**src/pkg/tmc_pkg.sv**
```systemverilog
// Shared constants and types for the tag memory and configuration block.
// Assumes one 10 MHz clock and that the reader commands arrive already demodulated.
`default_nettype none
package tmc_pkg;
   // Command codes of the decoded air command.
   typedef enum logic [2:0] {
      OP_READ = 3'h0, OP_WRITE = 3'h1, OP_BWRITE = 3'h2, OP_LOCK = 3'h3, OP_KILL = 3'h4, OP_ACCESS = 3'h5
   } tmc_op_t;
   // Memory bank codes.
   localparam logic [1:0] BANK_RES = 2'h0;
   localparam logic [1:0] BANK_EPC = 2'h1;
   localparam logic [1:0] BANK_TID = 2'h2;
   localparam logic [1:0] BANK_USER = 2'h3;
   // Reserved bank word addresses.
   localparam logic [7:0] RES_KILL_HI = 8'h00;
   localparam logic [7:0] RES_ACC_LO = 8'h03;
   localparam logic [7:0] RES_CFG = 8'h04;
   localparam logic [7:0] RES_TUNE = 8'h0E;
   // Field positions in the configuration word.
   localparam int CFG_MAP_BIT = 2;
   localparam int CFG_SHORT_BIT = 1;
   localparam int CFG_TDIS_BIT = 0;
   // Values after reset (factory state).
   localparam logic CFG_MAP_RST = 1'b1;
   localparam logic CFG_SHORT_RST = 1'b0;
   localparam logic CFG_TDIS_RST = 1'b0;
   localparam logic [31:0] PWD_RST = 32'h0000_0000;
   localparam logic [15:0] PC_RST = 16'h3400;
   // EPC bank layout and protocol-control fields.
   localparam logic [7:0] EPC_CRC_WORD = 8'h00;
   localparam logic [7:0] EPC_PC_WORD = 8'h01;
   localparam int PC_LEN_MSB = 15;
   localparam int PC_LEN_LSB = 11;
   localparam int PC_UMI_BIT = 10;
   localparam logic [4:0] EPC_MAX_MAP1 = 5'h08;
   localparam logic [4:0] EPC_MAX_MAP0 = 5'h06;
   localparam logic [7:0] USER_WORDS_MAP1 = 8'h02;
   localparam logic [7:0] USER_WORDS_MAP0 = 8'h04;
   // Physical word store layout: PC, EPC words, user words.
   localparam int MEM_AW = 4;
   localparam logic [3:0] MEM_PC = 4'h0;
   localparam logic [3:0] MEM_USER = 4'h9;
   // CRC16 polynomial and preset.
   localparam logic [15:0] CRC_POLY = 16'h1021;
   localparam logic [15:0] CRC_PRESET = 16'hFFFF;
   // Tuning value handling; code two means no capacitance change.
   localparam logic [2:0] TUNE_MID = 3'h2;
   localparam logic [2:0] TUNE_MAX = 3'h4;
   // Read-only identification bank.
   localparam logic [7:0] TID_WORDS = 8'h06;
   localparam logic [15:0] TID_XHDR = 16'h2000;
   // Power-up CRC walk takes at most this many cycles.
   localparam int CRC_CYCLES_MAX = 11;
   // Controller states, Gray coded along init, crc, idle.
   typedef enum logic [1:0] {ST_INIT = 2'b00, ST_CRC = 2'b01, ST_IDLE = 2'b11} tmc_state_t;
endpackage : tmc_pkg
`default_nettype wire

```
**src/pkg/tmc_mem_if.sv**
```systemverilog
// Interface between the controller and its word store.
// Assumes a single clock domain shared by both ends.
`default_nettype none
interface tmc_mem_if;
   import tmc_pkg::*;
   logic we; // Write strobe, one cycle.
   logic [MEM_AW-1:0] waddr; // Write word index.
   logic [15:0] wdata; // Write data.
   logic [MEM_AW-1:0] raddr; // Read word index, sampled every cycle.
   logic [15:0] rdata; // Registered read data.
   modport ctrl (output we, waddr, wdata, raddr, input rdata);
   modport store (input we, waddr, wdata, raddr, output rdata);
endinterface : tmc_mem_if
`default_nettype wire

```
**src/hdl/tmc_store.sv**
```systemverilog
// Word store holding the PC word, EPC words and user words; every reset restores the factory values.
// Assumes the write path is already checked by the controller.
`default_nettype none
module tmc_store
   import tmc_pkg::*;
(
   input wire logic mclk_i,
   input wire logic arst_n_i,
   tmc_mem_if.store mem
);
   // Storage words; word zero starts at the factory PC value.
   logic [15:0] words_q [2**MEM_AW];

   // Write port; all words take their factory value at reset.
   always_ff @(posedge mclk_i or negedge arst_n_i) begin
      if (!arst_n_i) begin
         for (int i = 0; i < 2**MEM_AW; i++) begin
            words_q[i] <= (i == 0) ? PC_RST : 16'h0000;
         end
      end else if (mem.we) begin
         words_q[mem.waddr] <= mem.wdata;
      end
   end

   // Read port with a register, so data trails the address by one cycle.
   always_ff @(posedge mclk_i or negedge arst_n_i) begin
      if (!arst_n_i) begin
         mem.rdata <= 16'h0000;
      end else begin
         mem.rdata <= words_q[mem.raddr];
      end
   end
endmodule : tmc_store
`default_nettype wire

```
**src/hdl/tmc_top.sv**
```systemverilog
// Memory banks and configuration logic of a passive UHF tag.
// Assumes decoded reader commands on a valid/ready port and the analog tuning value as an input.
// Functional notes
// - Hold 32-bit access password, default zero.
// - Nonzero access password needed to become secured; the code also secures on an Access carrying the matching zero password.
// - Kill password at reserved start; kill silences.
// - Refuse kill when kill password zero.
// - Configuration bits change only when secured.
// - Configuration via single-word write to word 4.
// - Map bit starts one, changes once.
// - Map one: 128-bit EPC; zero: 64 user bits.
// - Map locks on selection or any Lock.
// - Short-range bit defaults zero, writable both ways.
// - Tuning disable forces zero capacitance change.
// - Read-only 3-bit tuning value, zero to four.
// - Tuning codes map to -80..+100 fF.
// - Tuning value read at reserved word 0Eh.
// - Locked reserved bank locks tuning disable.
// - Tuning readout need not match applied capacitance.
// - EPC bank: CRC, PC, EPC at 20h.
// - PC fields; factory value 3400 hex.
// - CRC16 computed over PC and EPC at power-up.
// - EPC bank selected by bank code 01.
// - EPC length adjustable within map limits.
// - TID flags extended identity, 48-bit serial.
`default_nettype none
module tmc_top
   import tmc_pkg::*;
#(
   parameter logic [15:0] TID_WORD0 = 16'hA5C1, // Class and maker code, arbitrary; bit 3, the extended identity flag, is set below.
   parameter logic [15:0] TID_MODEL = 16'h0123, // Model number, arbitrary.
   parameter logic [47:0] TID_SERIAL = 48'h0000_0000_0003 // Serial with even parity, arbitrary.
) (
   input wire logic mclk_i,
   input wire logic arst_n_i,
   input wire logic cmd_valid_i,
   input wire tmc_op_t cmd_op_i,
   input wire logic [1:0] cmd_bank_i,
   input wire logic [7:0] cmd_addr_i,
   input wire logic [7:0] cmd_wcnt_i,
   input wire logic [15:0] cmd_data_i,
   input wire logic [31:0] cmd_pwd_i,
   input wire logic [2:0] tune_value_i,
   output logic cmd_ready_o,
   output logic rsp_valid_o,
   output logic rsp_ok_o,
   output logic [15:0] rsp_data_o,
   output logic secured_o,
   output logic killed_o,
   output logic short_range_o,
   output logic mem_map_o,
   output logic [2:0] tune_code_o,
   output logic signed [7:0] tune_ff_o,
   output logic [15:0] epc_crc_o
);
   tmc_mem_if mem ();
   tmc_store u_store (.mclk_i(mclk_i), .arst_n_i(arst_n_i), .mem(mem));

   tmc_state_t state_q, state_d; // Controller state.
   logic [31:0] kill_pwd_q; // Kill password.
   logic [31:0] acc_pwd_q; // Access password.
   logic map_q, short_q, tdis_q; // Configuration bits.
   logic map_locked_q; // Memory map can no longer change.
   logic res_locked_q; // Reserved bank is write locked.
   logic secured_q; // Reader has supplied the access password.
   logic killed_q; // Tag is permanently silent.
   logic [15:0] crc_q; // Running and final CRC.
   logic [3:0] idx_q; // Word index of the power-up CRC walk.
   logic [4:0] len_q; // EPC length taken from the PC word.
   logic rsp_valid_q, rsp_ok_q; // Registered answer.
   logic rsp_mem_q; // Answer data comes from the word store.
   logic [15:0] rsp_val_q; // Answer data from a register source.

   // Folds one 16-bit word into the CRC, MSB first.
   function automatic logic [15:0] crc_word(input logic [15:0] crc, input logic [15:0] w);
      logic [15:0] c;
      c = crc;
      for (int i = 15; i >= 0; i--) begin
         c = (c[15] ^ w[i]) ? ((c << 1) ^ CRC_POLY) : (c << 1);
      end
      return c;
   endfunction : crc_word

   // Tuning code to capacitance change in fF.
   function automatic logic signed [7:0] tune_ff(input logic [2:0] code);
      case (code)
         3'h0: return -8'sd80;
         3'h1: return -8'sd40;
         3'h3: return 8'sd60;
         3'h4: return 8'sd100;
         default: return 8'sd0;
      endcase
   endfunction : tune_ff

   // Command decode, only meaningful in idle.
   logic take; // Command accepted this cycle.
   logic is_wr; // Write or single-word block write.
   logic ok; // Command will succeed.
   logic mem_rd, mem_wr; // Word store access.
   logic [3:0] midx; // Word store index.
   logic [15:0] rval; // Register-sourced read value.
   logic [4:0] epc_max; // EPC word limit of the active map.
   logic [7:0] user_max; // User word count of the active map.
   logic pwd_wr; // Password word write.
   logic cfg_wr; // Configuration word write.
   logic [7:0] epc_off; // EPC bank word offset from PC.
   logic [7:0] user_idx; // User word index.
   assign take = cmd_valid_i && cmd_ready_o;
   assign is_wr = (cmd_op_i == OP_WRITE) || (cmd_op_i == OP_BWRITE && cmd_wcnt_i == 8'h01);
   assign epc_max = map_q ? EPC_MAX_MAP1 : EPC_MAX_MAP0;
   assign user_max = map_q ? USER_WORDS_MAP1 : USER_WORDS_MAP0;
   assign epc_off = cmd_addr_i - EPC_PC_WORD;
   assign user_idx = cmd_addr_i + 8'(MEM_USER);

   // Bank and address decode; unmapped or write-protected words are refused.
   always_comb begin
      ok = 1'b0;
      mem_rd = 1'b0;
      mem_wr = 1'b0;
      midx = MEM_PC;
      rval = 16'h0000;
      pwd_wr = 1'b0;
      cfg_wr = 1'b0;
      if (cmd_op_i == OP_READ) begin
         if (cmd_bank_i == BANK_RES) begin
            if (cmd_addr_i <= RES_ACC_LO) begin
               ok = 1'b1;
               case (cmd_addr_i[1:0])
                  2'h0: rval = kill_pwd_q[31:16];
                  2'h1: rval = kill_pwd_q[15:0];
                  2'h2: rval = acc_pwd_q[31:16];
                  default: rval = acc_pwd_q[15:0];
               endcase
            end else if (cmd_addr_i == RES_CFG) begin
               ok = 1'b1;
               rval = {13'h0000, map_q, short_q, tdis_q};
            end else if (cmd_addr_i == RES_TUNE && cmd_wcnt_i == 8'h01) begin
               ok = 1'b1;
               rval = {13'h0000, tune_value_i}; // Raw value even when disabled.
            end
         end else if (cmd_bank_i == BANK_EPC) begin
            if (cmd_addr_i == EPC_CRC_WORD) begin
               ok = 1'b1;
               rval = epc_crc_o;
            end else if (epc_off <= {3'h0, epc_max}) begin
               ok = 1'b1;
               mem_rd = 1'b1;
               midx = epc_off[3:0];
            end
         end else if (cmd_bank_i == BANK_TID) begin
            if (cmd_addr_i < TID_WORDS) begin
               ok = 1'b1;
               case (cmd_addr_i[2:0])
                  3'h0: rval = {TID_WORD0[15:4], 1'b1, TID_WORD0[2:0]}; // Extended identity flag.
                  3'h1: rval = TID_MODEL;
                  3'h2: rval = TID_XHDR;
                  3'h3: rval = TID_SERIAL[47:32];
                  3'h4: rval = TID_SERIAL[31:16];
                  default: rval = TID_SERIAL[15:0];
               endcase
            end
         end else if (cmd_addr_i < user_max) begin
            ok = 1'b1;
            mem_rd = 1'b1;
            midx = user_idx[3:0];
         end
      end else if (is_wr) begin
         if (cmd_bank_i == BANK_RES) begin
            if (cmd_addr_i <= RES_ACC_LO && !res_locked_q) begin
               ok = 1'b1;
               pwd_wr = 1'b1;
            end else if (cmd_addr_i == RES_CFG && secured_q) begin
               ok = 1'b1;
               cfg_wr = 1'b1;
            end
         end else if (cmd_bank_i == BANK_EPC) begin
            if (cmd_addr_i == EPC_PC_WORD) begin
               // Length may move up or down but never past the map limit.
               ok = cmd_data_i[PC_LEN_MSB:PC_LEN_LSB] <= epc_max;
               mem_wr = ok;
               midx = MEM_PC;
            end else if (cmd_addr_i != EPC_CRC_WORD && epc_off <= {3'h0, epc_max}) begin
               ok = 1'b1;
               mem_wr = 1'b1;
               midx = epc_off[3:0];
            end
         end else if (cmd_bank_i == BANK_USER && cmd_addr_i < user_max) begin
            ok = 1'b1;
            mem_wr = 1'b1;
            midx = user_idx[3:0];
         end
      end else if (cmd_op_i == OP_LOCK) begin
         ok = 1'b1;
      end else if (cmd_op_i == OP_KILL) begin
         ok = (kill_pwd_q != PWD_RST) && (cmd_pwd_i == kill_pwd_q);
      end else if (cmd_op_i == OP_ACCESS) begin
         ok = (cmd_pwd_i == acc_pwd_q);
      end
   end

   // Word store port: the CRC walk owns the read address until idle.
   logic [3:0] idx_d;
   assign idx_d = (state_q == ST_INIT) ? 4'h0 : idx_q + 4'h1;
   assign mem.raddr = (state_q == ST_IDLE) ? midx : MEM_PC + idx_d;
   assign mem.we = take && mem_wr;
   assign mem.waddr = midx;
   assign mem.wdata = (midx == MEM_PC) ? (cmd_data_i | (16'h0001 << PC_UMI_BIT)) : cmd_data_i;

   // Length of the walk: read from the PC word and clamped to the store.
   logic [4:0] len_now;
   logic [4:0] len_pc;
   assign len_pc = mem.rdata[PC_LEN_MSB:PC_LEN_LSB];
   assign len_now = (idx_q == 4'h0) ? ((len_pc > EPC_MAX_MAP1) ? EPC_MAX_MAP1 : len_pc) : len_q;

   // Next state of the controller.
   always_comb begin
      state_d = state_q;
      case (state_q)
         ST_INIT: state_d = ST_CRC;
         ST_CRC: if ({1'b0, idx_q} == len_now) state_d = ST_IDLE;
         ST_IDLE: state_d = ST_IDLE;
         default: state_d = ST_INIT;
      endcase
   end

   // State register.
   always_ff @(posedge mclk_i or negedge arst_n_i) begin
      if (!arst_n_i) state_q <= ST_INIT;
      else state_q <= state_d;
   end

   // Power-up CRC over PC and the EPC words that its length names.
   always_ff @(posedge mclk_i or negedge arst_n_i) begin
      if (!arst_n_i) begin
         crc_q <= CRC_PRESET;
         idx_q <= 4'h0;
         len_q <= 5'h00;
      end else if (state_q == ST_INIT) begin
         crc_q <= CRC_PRESET;
         idx_q <= 4'h0;
      end else if (state_q == ST_CRC) begin
         crc_q <= crc_word(crc_q, mem.rdata);
         idx_q <= idx_d;
         len_q <= len_now;
      end
   end
   assign epc_crc_o = ~crc_q; // Stored CRC is the ones complement.

   // Passwords; reset value is the factory value of zero.
   always_ff @(posedge mclk_i or negedge arst_n_i) begin
      if (!arst_n_i) begin
         kill_pwd_q <= PWD_RST;
         acc_pwd_q <= PWD_RST;
      end else if (take && pwd_wr) begin
         case (cmd_addr_i[1:0])
            2'h0: kill_pwd_q[31:16] <= cmd_data_i;
            2'h1: kill_pwd_q[15:0] <= cmd_data_i;
            2'h2: acc_pwd_q[31:16] <= cmd_data_i;
            default: acc_pwd_q[15:0] <= cmd_data_i;
         endcase
      end
   end

   // Configuration bits; other payload bits are dropped.
   always_ff @(posedge mclk_i or negedge arst_n_i) begin
      if (!arst_n_i) begin
         map_q <= CFG_MAP_RST;
         short_q <= CFG_SHORT_RST;
         tdis_q <= CFG_TDIS_RST;
      end else if (take && cfg_wr) begin
         if (!map_locked_q) map_q <= cmd_data_i[CFG_MAP_BIT];
         short_q <= cmd_data_i[CFG_SHORT_BIT];
         if (!res_locked_q) tdis_q <= cmd_data_i[CFG_TDIS_BIT];
      end
   end

   // Lock state: the map freezes after one change or any accepted Lock.
   always_ff @(posedge mclk_i or negedge arst_n_i) begin
      if (!arst_n_i) begin
         map_locked_q <= 1'b0;
         res_locked_q <= 1'b0;
      end else if (take && ok) begin
         if (cmd_op_i == OP_LOCK) begin
            map_locked_q <= 1'b1;
            if (cmd_data_i[0]) res_locked_q <= 1'b1;
         end else if (cfg_wr && cmd_data_i[CFG_MAP_BIT] != map_q) begin
            map_locked_q <= 1'b1;
         end
      end
   end

   // Secured and killed states. An access secures only with the matching password, zero included.
   always_ff @(posedge mclk_i or negedge arst_n_i) begin
      if (!arst_n_i) begin
         secured_q <= 1'b0;
         killed_q <= 1'b0;
      end else if (take && ok) begin
         if (cmd_op_i == OP_ACCESS) secured_q <= 1'b1;
         if (cmd_op_i == OP_KILL) killed_q <= 1'b1;
      end
   end

   // Answer register: every accepted command answers on the next cycle.
   always_ff @(posedge mclk_i or negedge arst_n_i) begin
      if (!arst_n_i) begin
         rsp_valid_q <= 1'b0;
         rsp_ok_q <= 1'b0;
         rsp_mem_q <= 1'b0;
         rsp_val_q <= 16'h0000;
      end else begin
         rsp_valid_q <= take;
         rsp_ok_q <= take && ok;
         rsp_mem_q <= mem_rd;
         rsp_val_q <= (take && ok) ? rval : 16'h0000;
      end
   end

   // A killed tag never accepts another command.
   assign cmd_ready_o = (state_q == ST_IDLE) && !killed_q;
   assign rsp_valid_o = rsp_valid_q;
   assign rsp_ok_o = rsp_ok_q;
   assign rsp_data_o = (rsp_ok_q && rsp_mem_q) ? mem.rdata : rsp_val_q;
   assign secured_o = secured_q;
   assign killed_o = killed_q;
   assign short_range_o = short_q;
   assign mem_map_o = map_q;
   // Disabled tuning overrides the value with the no-change code.
   assign tune_code_o = tdis_q ? TUNE_MID : ((tune_value_i > TUNE_MAX) ? TUNE_MAX : tune_value_i);
   assign tune_ff_o = tune_ff(tune_code_o);

   // Longest power-up walk in cycles, kept local so the delay range sees a plain int.
   localparam int WALK_MAX = CRC_CYCLES_MAX;

   kill_zero_a: assert property (@(posedge mclk_i) disable iff (!arst_n_i)
      (take && cmd_op_i == OP_KILL && kill_pwd_q == PWD_RST) |=> (!killed_o && !rsp_ok_o))
      else $error("kill accepted with zero password");
   cfg_unsec_a: assert property (@(posedge mclk_i) disable iff (!arst_n_i)
      (take && !secured_q) |=> ($stable(short_q) && $stable(tdis_q) && $stable(map_q)))
      else $error("configuration changed while not secured");
   map_once_a: assert property (@(posedge mclk_i) disable iff (!arst_n_i)
      $changed(map_q) |-> ($past(!map_locked_q) && map_locked_q))
      else $error("memory map changed twice");
   lock_map_a: assert property (@(posedge mclk_i) disable iff (!arst_n_i)
      (take && cmd_op_i == OP_LOCK) |=> map_locked_q ##1 map_locked_q)
      else $error("lock left memory map open");
   tune_off_a: assert property (@(posedge mclk_i) disable iff (!arst_n_i)
      tdis_q |-> (tune_code_o == TUNE_MID && tune_ff_o == 8'sd0))
      else $error("tuning not overridden");
   tune_read_a: assert property (@(posedge mclk_i) disable iff (!arst_n_i)
      (take && cmd_op_i == OP_READ && cmd_bank_i == BANK_RES && cmd_addr_i == RES_TUNE && cmd_wcnt_i == 8'h01)
      |=> (rsp_ok_o && rsp_data_o == {13'h0000, $past(tune_value_i)}))
      else $error("tuning value read wrong");
   crc_walk_a: assert property (@(posedge mclk_i) disable iff (!arst_n_i)
      (state_q == ST_INIT) |-> ##[1:WALK_MAX] (state_q == ST_IDLE))
      else $error("power-up CRC walk too long");
   access_pwd_a: assert property (@(posedge mclk_i) disable iff (!arst_n_i)
      (take && cmd_op_i == OP_ACCESS && cmd_pwd_i != acc_pwd_q && !secured_q) |=> !secured_o)
      else $error("secured without password");
   res_lock_a: assert property (@(posedge mclk_i) disable iff (!arst_n_i)
      res_locked_q |=> $stable(tdis_q))
      else $error("tuning disable changed while locked");
endmodule : tmc_top
`default_nettype wire

```
**config.mk**
```make
export PLATFORM = sky130hd
export DESIGN_NAME = tmc_top
export DESIGN_NICKNAME = d
export VERILOG_FILES = /design/src/pkg/tmc_pkg.sv /design/src/pkg/tmc_mem_if.sv /design/src/hdl/tmc_store.sv /design/src/hdl/tmc_top.sv
export SDC_FILE = /design/constraint.sdc
export NUM_CORES = 1
export LEC_CHECK = 0
export ABC_AREA = 0
export BUFFER_PORTS_ARGS = -buffer_cell sky130_fd_sc_hd__buf_2
export CAP_MARGIN = 20
export CORE_MARGIN = 8
export CORE_UTILIZATION = 40
export DETAILED_ROUTE_END_ITERATION = 10
export PLACE_DENSITY = 0.59
export SYNTH_ARGS = -nofsm -noshare
export SYNTH_HDL_FRONTEND = slang
export SYNTH_SLANG_ARGS = --single-unit
```
**constraint.sdc**
```tcl
create_clock -name mclk_i -period 8.8 [get_ports mclk_i]
set_input_delay 1.76 -clock mclk_i [delete_from_list [all_inputs] [get_ports mclk_i]]
set_output_delay 1.76 -clock mclk_i [all_outputs]
set_load 0.02 [all_outputs]
```
==> results_dict.tcl, run 1 <==
set metrics [dict create \
    syn_to_final_growth_pct 12.3 \
    final.period_utilization_pct 69.9 \
    worstPathCellList "buf_2, inv_1, ha_1, ha_1, inv_1, ha_1, nor2b_1, o311ai_0, o211ai_1, nor4_1, or2_2, a2111oi_0, o41ai_1, o31a_1" \
    netlist_area_um2 20300 \
    io_pins 125 \
    die_y_um 241 \
    die_x_um 241 \
    hold_buffers 0 \
    max_freq_mhz 163 \
    fin_setup_tns_ns 0 \
    slowest_stage "o41ai_1" \
    ir_drop_v 0.000155 \
    setup_viol 0 \
    maxSlewHeadroom_pct 25.6 \
    firstDrtPassIters 6 \
    p_sw_share_pct 24.2 \
    status "completed" \
    via_count 14718 \
    overflow 0 \
    coreArea_um2 50100 \
    comb_power_share_pct 6.7 \
    cts_buffer_depth 3 \
    crit_path_start_kind "input pin" \
    postLayoutCoreUtil_pct 45.4 \
    p_int_mw 2.95 \
    numCtsBuffers 43 \
    yosysWarnings 0 \
    cts.sinks 389 \
    via_per_inst 5.87 \
    pwr-share-seq_pct 46.7 \
    place.gp.congestion 0.958 \
    pwr_density_cell_nw_per_um2 171 \
    cts_resized 0 \
    synthCells 1760 \
    crit_type "input pin to flip-flop" \
    nets 1895 \
    grt_pass1_wl_mm 95.4 \
    antenna_left 0 \
    antenna_found_initial 1 \
    clock_skew_ns 0.0197 \
    dieArea_um2 58100 \
    syn_area_per_cell_um2 11.5 \
    ff_latch_area_um2 9760 \
    synth_compound_area_share_pct 12.1 \
    clkLatencyLatePin_ns 0.57 \
    route.detailed.drc 0 \
    slowest_delay_ns 0.74 \
    p_sw_mw 0.939 \
    synth_top_family_by_area "multiplexers" \
    wl_per_cell_um 24.8 \
    ys_seq_area_share_pct 48.2 \
    fillCellCount 4708 \
    hold_path.class "flip-flop to flip-flop" \
    synth_edf_count 0 \
    drtIter0Drc 1182 \
    worst_pin_slew_ns 1.12 \
    synthAdderAreaFrac_pct 0.926 \
    cap_viol_max_count 0 \
    rsz0062_at_grt "false" \
    cpMostUsedCell "ha_1" \
    required_ns 9.30 \
    yosys-mux-area-fraction_pct 21.8 \
    h-tree-depth 2 \
    synth-simple-area-share_pct 8.07 \
    rows 82 \
    pwr-share-clk_pct 46.7 \
    post_cts_buffers 0 \
    synthArstFlopShare_pct 100 \
    gr-usage-all-layers_pct 21.3 \
    clockRootBuffer "clkbuf_16" \
    layout_min_cycle_time_ns 6.15 \
    cp.arrival_ns 6.66 \
    final_max_slew_viol_count 0 \
    yosys_register_bits 389 \
    multiInputGateArea_um2 9760 \
    synthXorXnorAreaFrac_pct 5.15 \
    crit_family "compound AO/OA/AOI/OAI gates" \
    drive_gt1_share_pct 31.7 \
    routed_wirelength_mm 62.3 \
    port_buffers 122 \
    p_leak_nw 10.7 \
    cp_max_fo 33 \
    ys_types 74 \
    hold_viol 0 \
    cts_tree "built" \
    grt_pass1_vias 15308 \
    cp_num_buf_inv 3 \
    grt_max_degree 136 \
    place_hpwl_mm 42.2 \
    cp-end-kind "flip-flop" \
    ys.flop_type "dfrtp_1" \
    clkSlewWorstSetupHoldPaths_ns 0.06 \
    initial_utilization_pct 40.5 \
]
## metrics by stage
step | cells | worst slack, ns | hold WS [ns] | area [µm²] | total power, mW
finish | 2509 | 2.65 | 0.485 | 22800 | 3.89
global route | 2508 | 2.42 | 0.502 | 22700 | 4.03
CTS | 2506 | 2.73 | 0.486 | 22700 | 3.94
detailed placement | 2430 | 2.12 | 0.463 | 21300 | 2.11
global placement | 2430 | 2.24 | 0.462 | 21300 | 2.10
floorplan | 1761 | 3.34 | 0.442 | 20300 | 1.98
## Yosys cell counts (all sizes together) (3+ instances only)
cell / instances / share of area, %
a2111oi: 51 / 2.3
a21o: 3 / 0.11
a21oi: 83 / 2.1
a221oi: 19 / 0.82
a222oi: 16 / 0.79
a22oi: 18 / 0.67
and2: 21 / 0.65
and3: 11 / 0.34
and4: 3 / 0.13
buf: 39 / 1.2
clkbuf: 106 / 2.0
dfrtp: 369 / 46
dfstp: 20 / 2.6
ha: 15 / 0.93
inv: 37 / 0.69
mux2: 332 / 19
mux2i: 64 / 3.2
nand2: 101 / 1.9
nand2b: 14 / 0.43
nand3: 13 / 0.32
nand3b: 5 / 0.19
nand4: 15 / 0.46
nor2: 56 / 1.2
nor2b: 10 / 0.31
nor3: 19 / 0.49
nor3b: 6 / 0.22
nor4: 15 / 0.46
o21a: 5 / 0.19
o21ai: 37 / 0.93
o21bai: 6 / 0.22
o22ai: 42 / 1.3
o311a: 3 / 0.15
o31a: 18 / 0.78
o31ai: 4 / 0.17
o41ai: 17 / 0.74
or2: 8 / 0.25
or3: 6 / 0.19
or3b: 3 / 0.13
or4: 4 / 0.17
xnor2: 93 / 4.0
xor2: 26 / 1.1
## power by group through the flow
| stage | sequential (mW) | clock [mW] | combinational, mW |
|---|---|---|---|
| floorplan | 1.84 | 0 | 0.131 |
| global placement | 1.85 | 0 | 0.257 |
| detailed placement | 1.85 | 0 | 0.260 |
| CTS | 1.81 | 1.86 | 0.261 |
| global route | 1.81 | 1.93 | 0.283 |
| finish | 1.81 | 1.81 | 0.259 |
## path summary, 6_finish.rpt
| kind | start | endpoint | slack [ns] | depth (start not counted) |
|---|---|---|---|---|
| min in group asynchronous | arst_n_i | u_store.words_q[106] | 1.32 | 1 |
| hold reg to reg | u_store.words_q[207] | u_store.words_q[207] | 0.49 | 1 |
| hold / removal | u_store.words_q[207] | u_store.words_q[207] | 0.49 | 1 |
| setup / recovery | cmd_addr_i[0] | u_store.mem.rdata[11] | 2.65 | 14 |
| max in group asynchronous | arst_n_i | u_store.words_q[164] | 5.87 | 2 |
| setup reg to reg | mem_map_o | u_store.mem.rdata[11] | 4.18 | 10 |
## placed cells by master (no fill, tap or decap), drive strengths merged, types with 8 or more instances in the layout
master,netlist,layout
dfrtp,369,369
mux2,332,332
buf,39,144
nand2,101,101
xnor2,93,93
a21oi,83,83
clkbuf,106,66
mux2i,64,64
nor2,56,56
a2111oi,51,51
o22ai,42,42
inv,37,38
o21ai,37,37
xor2,26,26
and2,21,21
dfstp,20,20
a221oi,19,19
nor3,19,19
o31a,18,18
a22oi,18,18
o41ai,17,17
a222oi,16,16
nor4,15,15
nand4,15,15
ha,15,15
nand2b,14,14
nand3,13,13
and3,11,11
nor2b,10,10
or2,8,8
## state kept, by name, indices dropped and copies added, names as in the netlist, 4 cells and up
signal             count
u_store.words_q      256
acc_pwd_q             32
kill_pwd_q            32
crc_q                 16
rsp_val_q             16
u_store.mem.rdata     16
len_q                  5
idx_q                  4
## area by class of cell
class	instances	share of cell area, %
multi-input cells	1190	42.9
well taps	672	3.70
inverters	37	0.610
clock inverters	10	0.742
diodes	1	0.0110
repair buffers	144	3.63
flip-flops and latches	389	42.9
clock buffers	66	5.51
## logic make-up after synthesis
kind of cell,Yosys count
multiplexers,396
flip-flops,389
AO/OA/AOI/OAI,342
AND/OR/NAND/NOR,316
buffers and inverters,182
XOR/XNOR,119
adder cells (fa/ha/maj),15
other,1
## routing by layer
metal  track usage, %  share of wire (%)  vias to the layer above
li1                 -                  -                     6561
met1             29.9                 45                     7535
met2             32.8                 44                      505
met3             2.96                6.2                      117
met4             8.97                4.1                        0
met5                0                  0                        -
No activity file was read; power rests on OpenSTA's default activity.
==> run 2, diff against run 1 <==
Settings changed: ABC_AREA 0 to 1, PLACE_DENSITY 0.59 to 0.61.
Clock period 8.8 ns to 5.55 ns, I/O delays scaled along.
==> run 2 against run 1 <==
  * Via count rose by 27%
  * Non-clock buffer count rose by 17
  * Hold slack got worse by 0.033 ns
  * Wire length rose by 12%
  * Sequential share of layout area fell by 0.99 points
  * Sequential power rose by 59%
  * Sequential cell count did not move
  * Cell count rose by 37%
==> results_dict.tcl, run 2 <==
set metrics [dict create \
    crit_family "simple AND/OR/NAND/NOR gates" \
    die_x_um 243 \
    min_path_cells 2 \
    routed_wirelength_mm 70.0 \
    synthArstFlopShare_pct 100 \
    layout_setup_ws_ns 1.31 \
    largest_register_ffs 256 \
    ys_types 49 \
    grt_pass1_wl_mm 110 \
    synth_top_family_by_area "simple AND/OR/NAND/NOR gates" \
    die_y_um 243 \
    crit_type "input pin to flip-flop" \
    synth_edf_count 0 \
    clkSlewWorstSetupHoldPaths_ns 0.06 \
    antenna_found_initial 0 \
    cts_tree "built" \
    grt_max_degree 129 \
    cp_num_buf_inv 5 \
    setup_viol 0 \
    yosys_register_bits 389 \
    required_ns 6.03 \
    worstPathCellList "buf_2, inv_2, ha_1, ha_1, inv_1, ha_1, nand3_1, nand2_1, nand2_1, nand2_1, nor2_1, nand2_2, inv_2, nand2_1, nand2_1, nand2_2, o21ai_4, buf_4, nand3_1, nand3_1, nand3_1, nand2_1" \
    via_count 18668 \
    synth_largest_area_cell "dfrtp_1" \
    slowest_delay_ns 0.71 \
    clock_skew_ns 0.0288 \
    cpMostUsedCell "nand2_1" \
    worst_pin_slew_ns 1.09 \
    place_hpwl_mm 47.5 \
    min-delay-start "map_locked_q" \
    synth_compound_area_share_pct 11.9 \
    synthCells 2688 \
    grtUsageMet2_pct 37.2 \
    cap_viol_max_count 0 \
    crit_path_start_kind "input pin" \
    syn_to_final_growth_pct 13.1 \
    cts_resized 0 \
    final.period_utilization_pct 76.5 \
    overflow 0 \
    rows 83 \
    largest-register "u_store.words_q" \
    grt.met1_usage_pct 31.5 \
    ys.flop_type "dfrtp_1" \
    post-place-ws_ns 0.790 \
    grt_pass1_vias 18221 \
    cp-end-kind "flip-flop" \
    diodes 0 \
    antenna_left 0 \
    dieArea_um2 59000 \
    maxSlewHeadroom_pct 27.0 \
    cts.sinks 389 \
    status "completed" \
    numCtsBuffers 45 \
    firstDrtPassIters 6 \
    final_cell_mix "nand2_1, dfrtp_1, o21ai_0" \
    yosysMostFrequentCell "nand2_1" \
    final_common_cell "nand2_1" \
    drtIter0Drc 1676 \
    clkLatencyLatePin_ns 0.58 \
    wl_per_cell_um 20.3 \
    ir_drop_v 0.000200 \
    gr-usage-all-layers_pct 23.3 \
    ys_seq_area_share_pct 47.4 \
    syn_area_per_cell_um2 7.66 \
    synthXorXnorAreaFrac_pct 3.92 \
    coreArea_um2 51100 \
    yosys-mux-area-fraction_pct 0.875 \
    max_freq_mhz 236 \
    synthTopCellsByCount "nand2_1, dfrtp_1, o21ai_0" \
    reg2reg_to "u_store.mem.rdata[13]" \
    rrSetupSlack_ns 1.73 \
    hold_viol 0 \
    synthTopCellsByArea "dfrtp_1, nand2_1, o21ai_0" \
    nets 2823 \
    io_pins 125 \
    yosysWarnings 0 \
    via_per_inst 5.41 \
    p_leak_nw 11.2 \
    h-tree-depth 2 \
    hold_buffers 0 \
    cp_max_fo 64 \
    route.detailed.drc 0 \
    initial_utilization_pct 40.3 \
    synth.top_cell.area_share_pct 44.9 \
    pwr_density_cell_nw_per_um2 273 \
    use_met3_pct 2.94 \
    place.gp.congestion 0.953 \
    synthAdderAreaFrac_pct 0.912 \
    rsz0062_at_grt "false" \
    port_buffers 122 \
    fin_setup_tns_ns 0 \
    layout_min_cycle_time_ns 4.24 \
    reg2reg_depth 12 \
    holdPathEnd "map_locked_q" \
    netlist_area_um2 20600 \
    clockRootBuffer "clkbuf_16" \
    grt-busiest-layer "met2" \
    worstReg2RegStart "state_q[1]" \
    slowest_stage "buf_4" \
    drive_gt1_share_pct 11.8 \
    cts_buffer_depth 3 \
    synth-simple-area-share_pct 26.8 \
    top_regs "u_store.words_q x256, acc_pwd_q x32, kill_pwd_q x32" \
    hold_path.class "flip-flop to flip-flop" \
    post_cts_buffers 0 \
    final_max_slew_viol_count 0 \
    cp.arrival_ns 4.73 \
]
-- run 2: cell count changes after synthesis, sizes merged, moves of 51 or more --
cell and change:
inv +221, o21ai +337, mux2 -316, a2111oi -51
nand3 +330, nand2 +705, mux2i -64
-- run 2: worst reg2reg max path: stages (launching register included) --
cell	delay [ns]
dfrtp_1	0.75
nand2_1	0.56
inv_1	0.43
nor2_1	0.15
nand2_4	0.45
nand2_4	0.46
buf_12	0.34
nand2_1	0.14
nand2_1	0.05
nand2_1	0.05
nand3_1	0.08
nand3_1	0.10
nand2_1	0.14
-- run 2: layer usage --
metal,up-vias,routed length (µm)
met5,-,0
met4,0,3250
met3,144,4420
met2,710,32200
met1,9035,30200
li1,8779,-
-- run 2: where the power goes --
part | switching [mW] | leakage (nW) | internal, mW | total [mW]
combinational | 0.317 | 5.42 | 0.116 | 0.433
clock | 1.24 | 0.762 | 1.83 | 3.06
sequential | 0.0180 | 5.07 | 2.85 | 2.87
-- run 2: logic make-up after synthesis --
group | after synthesis
xor+xnor | 92
buf+inv | 423
fa+ha+maj | 15
other cells | 1
compound gates | 464
mux | 16
flops | 389
simple gates | 1288
-- run 2: worst max path at each step --
stage	start	to	slack, ns	cells after the start
floorplan	cmd_addr_i[0]	u_store.mem.rdata[10]	1.87	20
global placement	cmd_addr_i[0]	u_store.mem.rdata[6]	0.81	22
detailed placement	cmd_addr_i[0]	u_store.mem.rdata[13]	0.79	22
CTS	cmd_addr_i[0]	u_store.mem.rdata[14]	1.38	23
global route	cmd_addr_i[0]	u_store.mem.rdata[14]	1.07	23
finish	cmd_addr_i[0]	u_store.mem.rdata[13]	1.31	22
-- run 2: through the flow --
stage / cells / power [mW] / utilization (%) / area (µm²) / hold slack, ns
final: 3449 / 6.37 / 45.6 / 23300 / 0.452
after global routing: 3449 / 6.56 / 45.6 / 23300 / 0.475
after CTS: 3449 / 6.41 / 45.6 / 23300 / 0.458
after detailed placement: 3366 / 3.35 / 42.6 / 21800 / 0.445
after global placement: 3366 / 3.35 / 42.6 / 21800 / 0.438
after floorplan: 2689 / 3.13 / - / 20600 / 0.421
-- run 2: cell type report --
| class | count | area [µm²] |
|---|---|---|
| inverters | 259 | 972 |
| clock buffers | 70 | 1400 |
| flip-flops and latches | 389 | 9760 |
| fillers | 5100 | 27800 |
| clock inverters | 13 | 133 |
| well taps | 680 | 851 |
| multi-input cells | 1877 | 9190 |
| repair buffers | 161 | 976 |
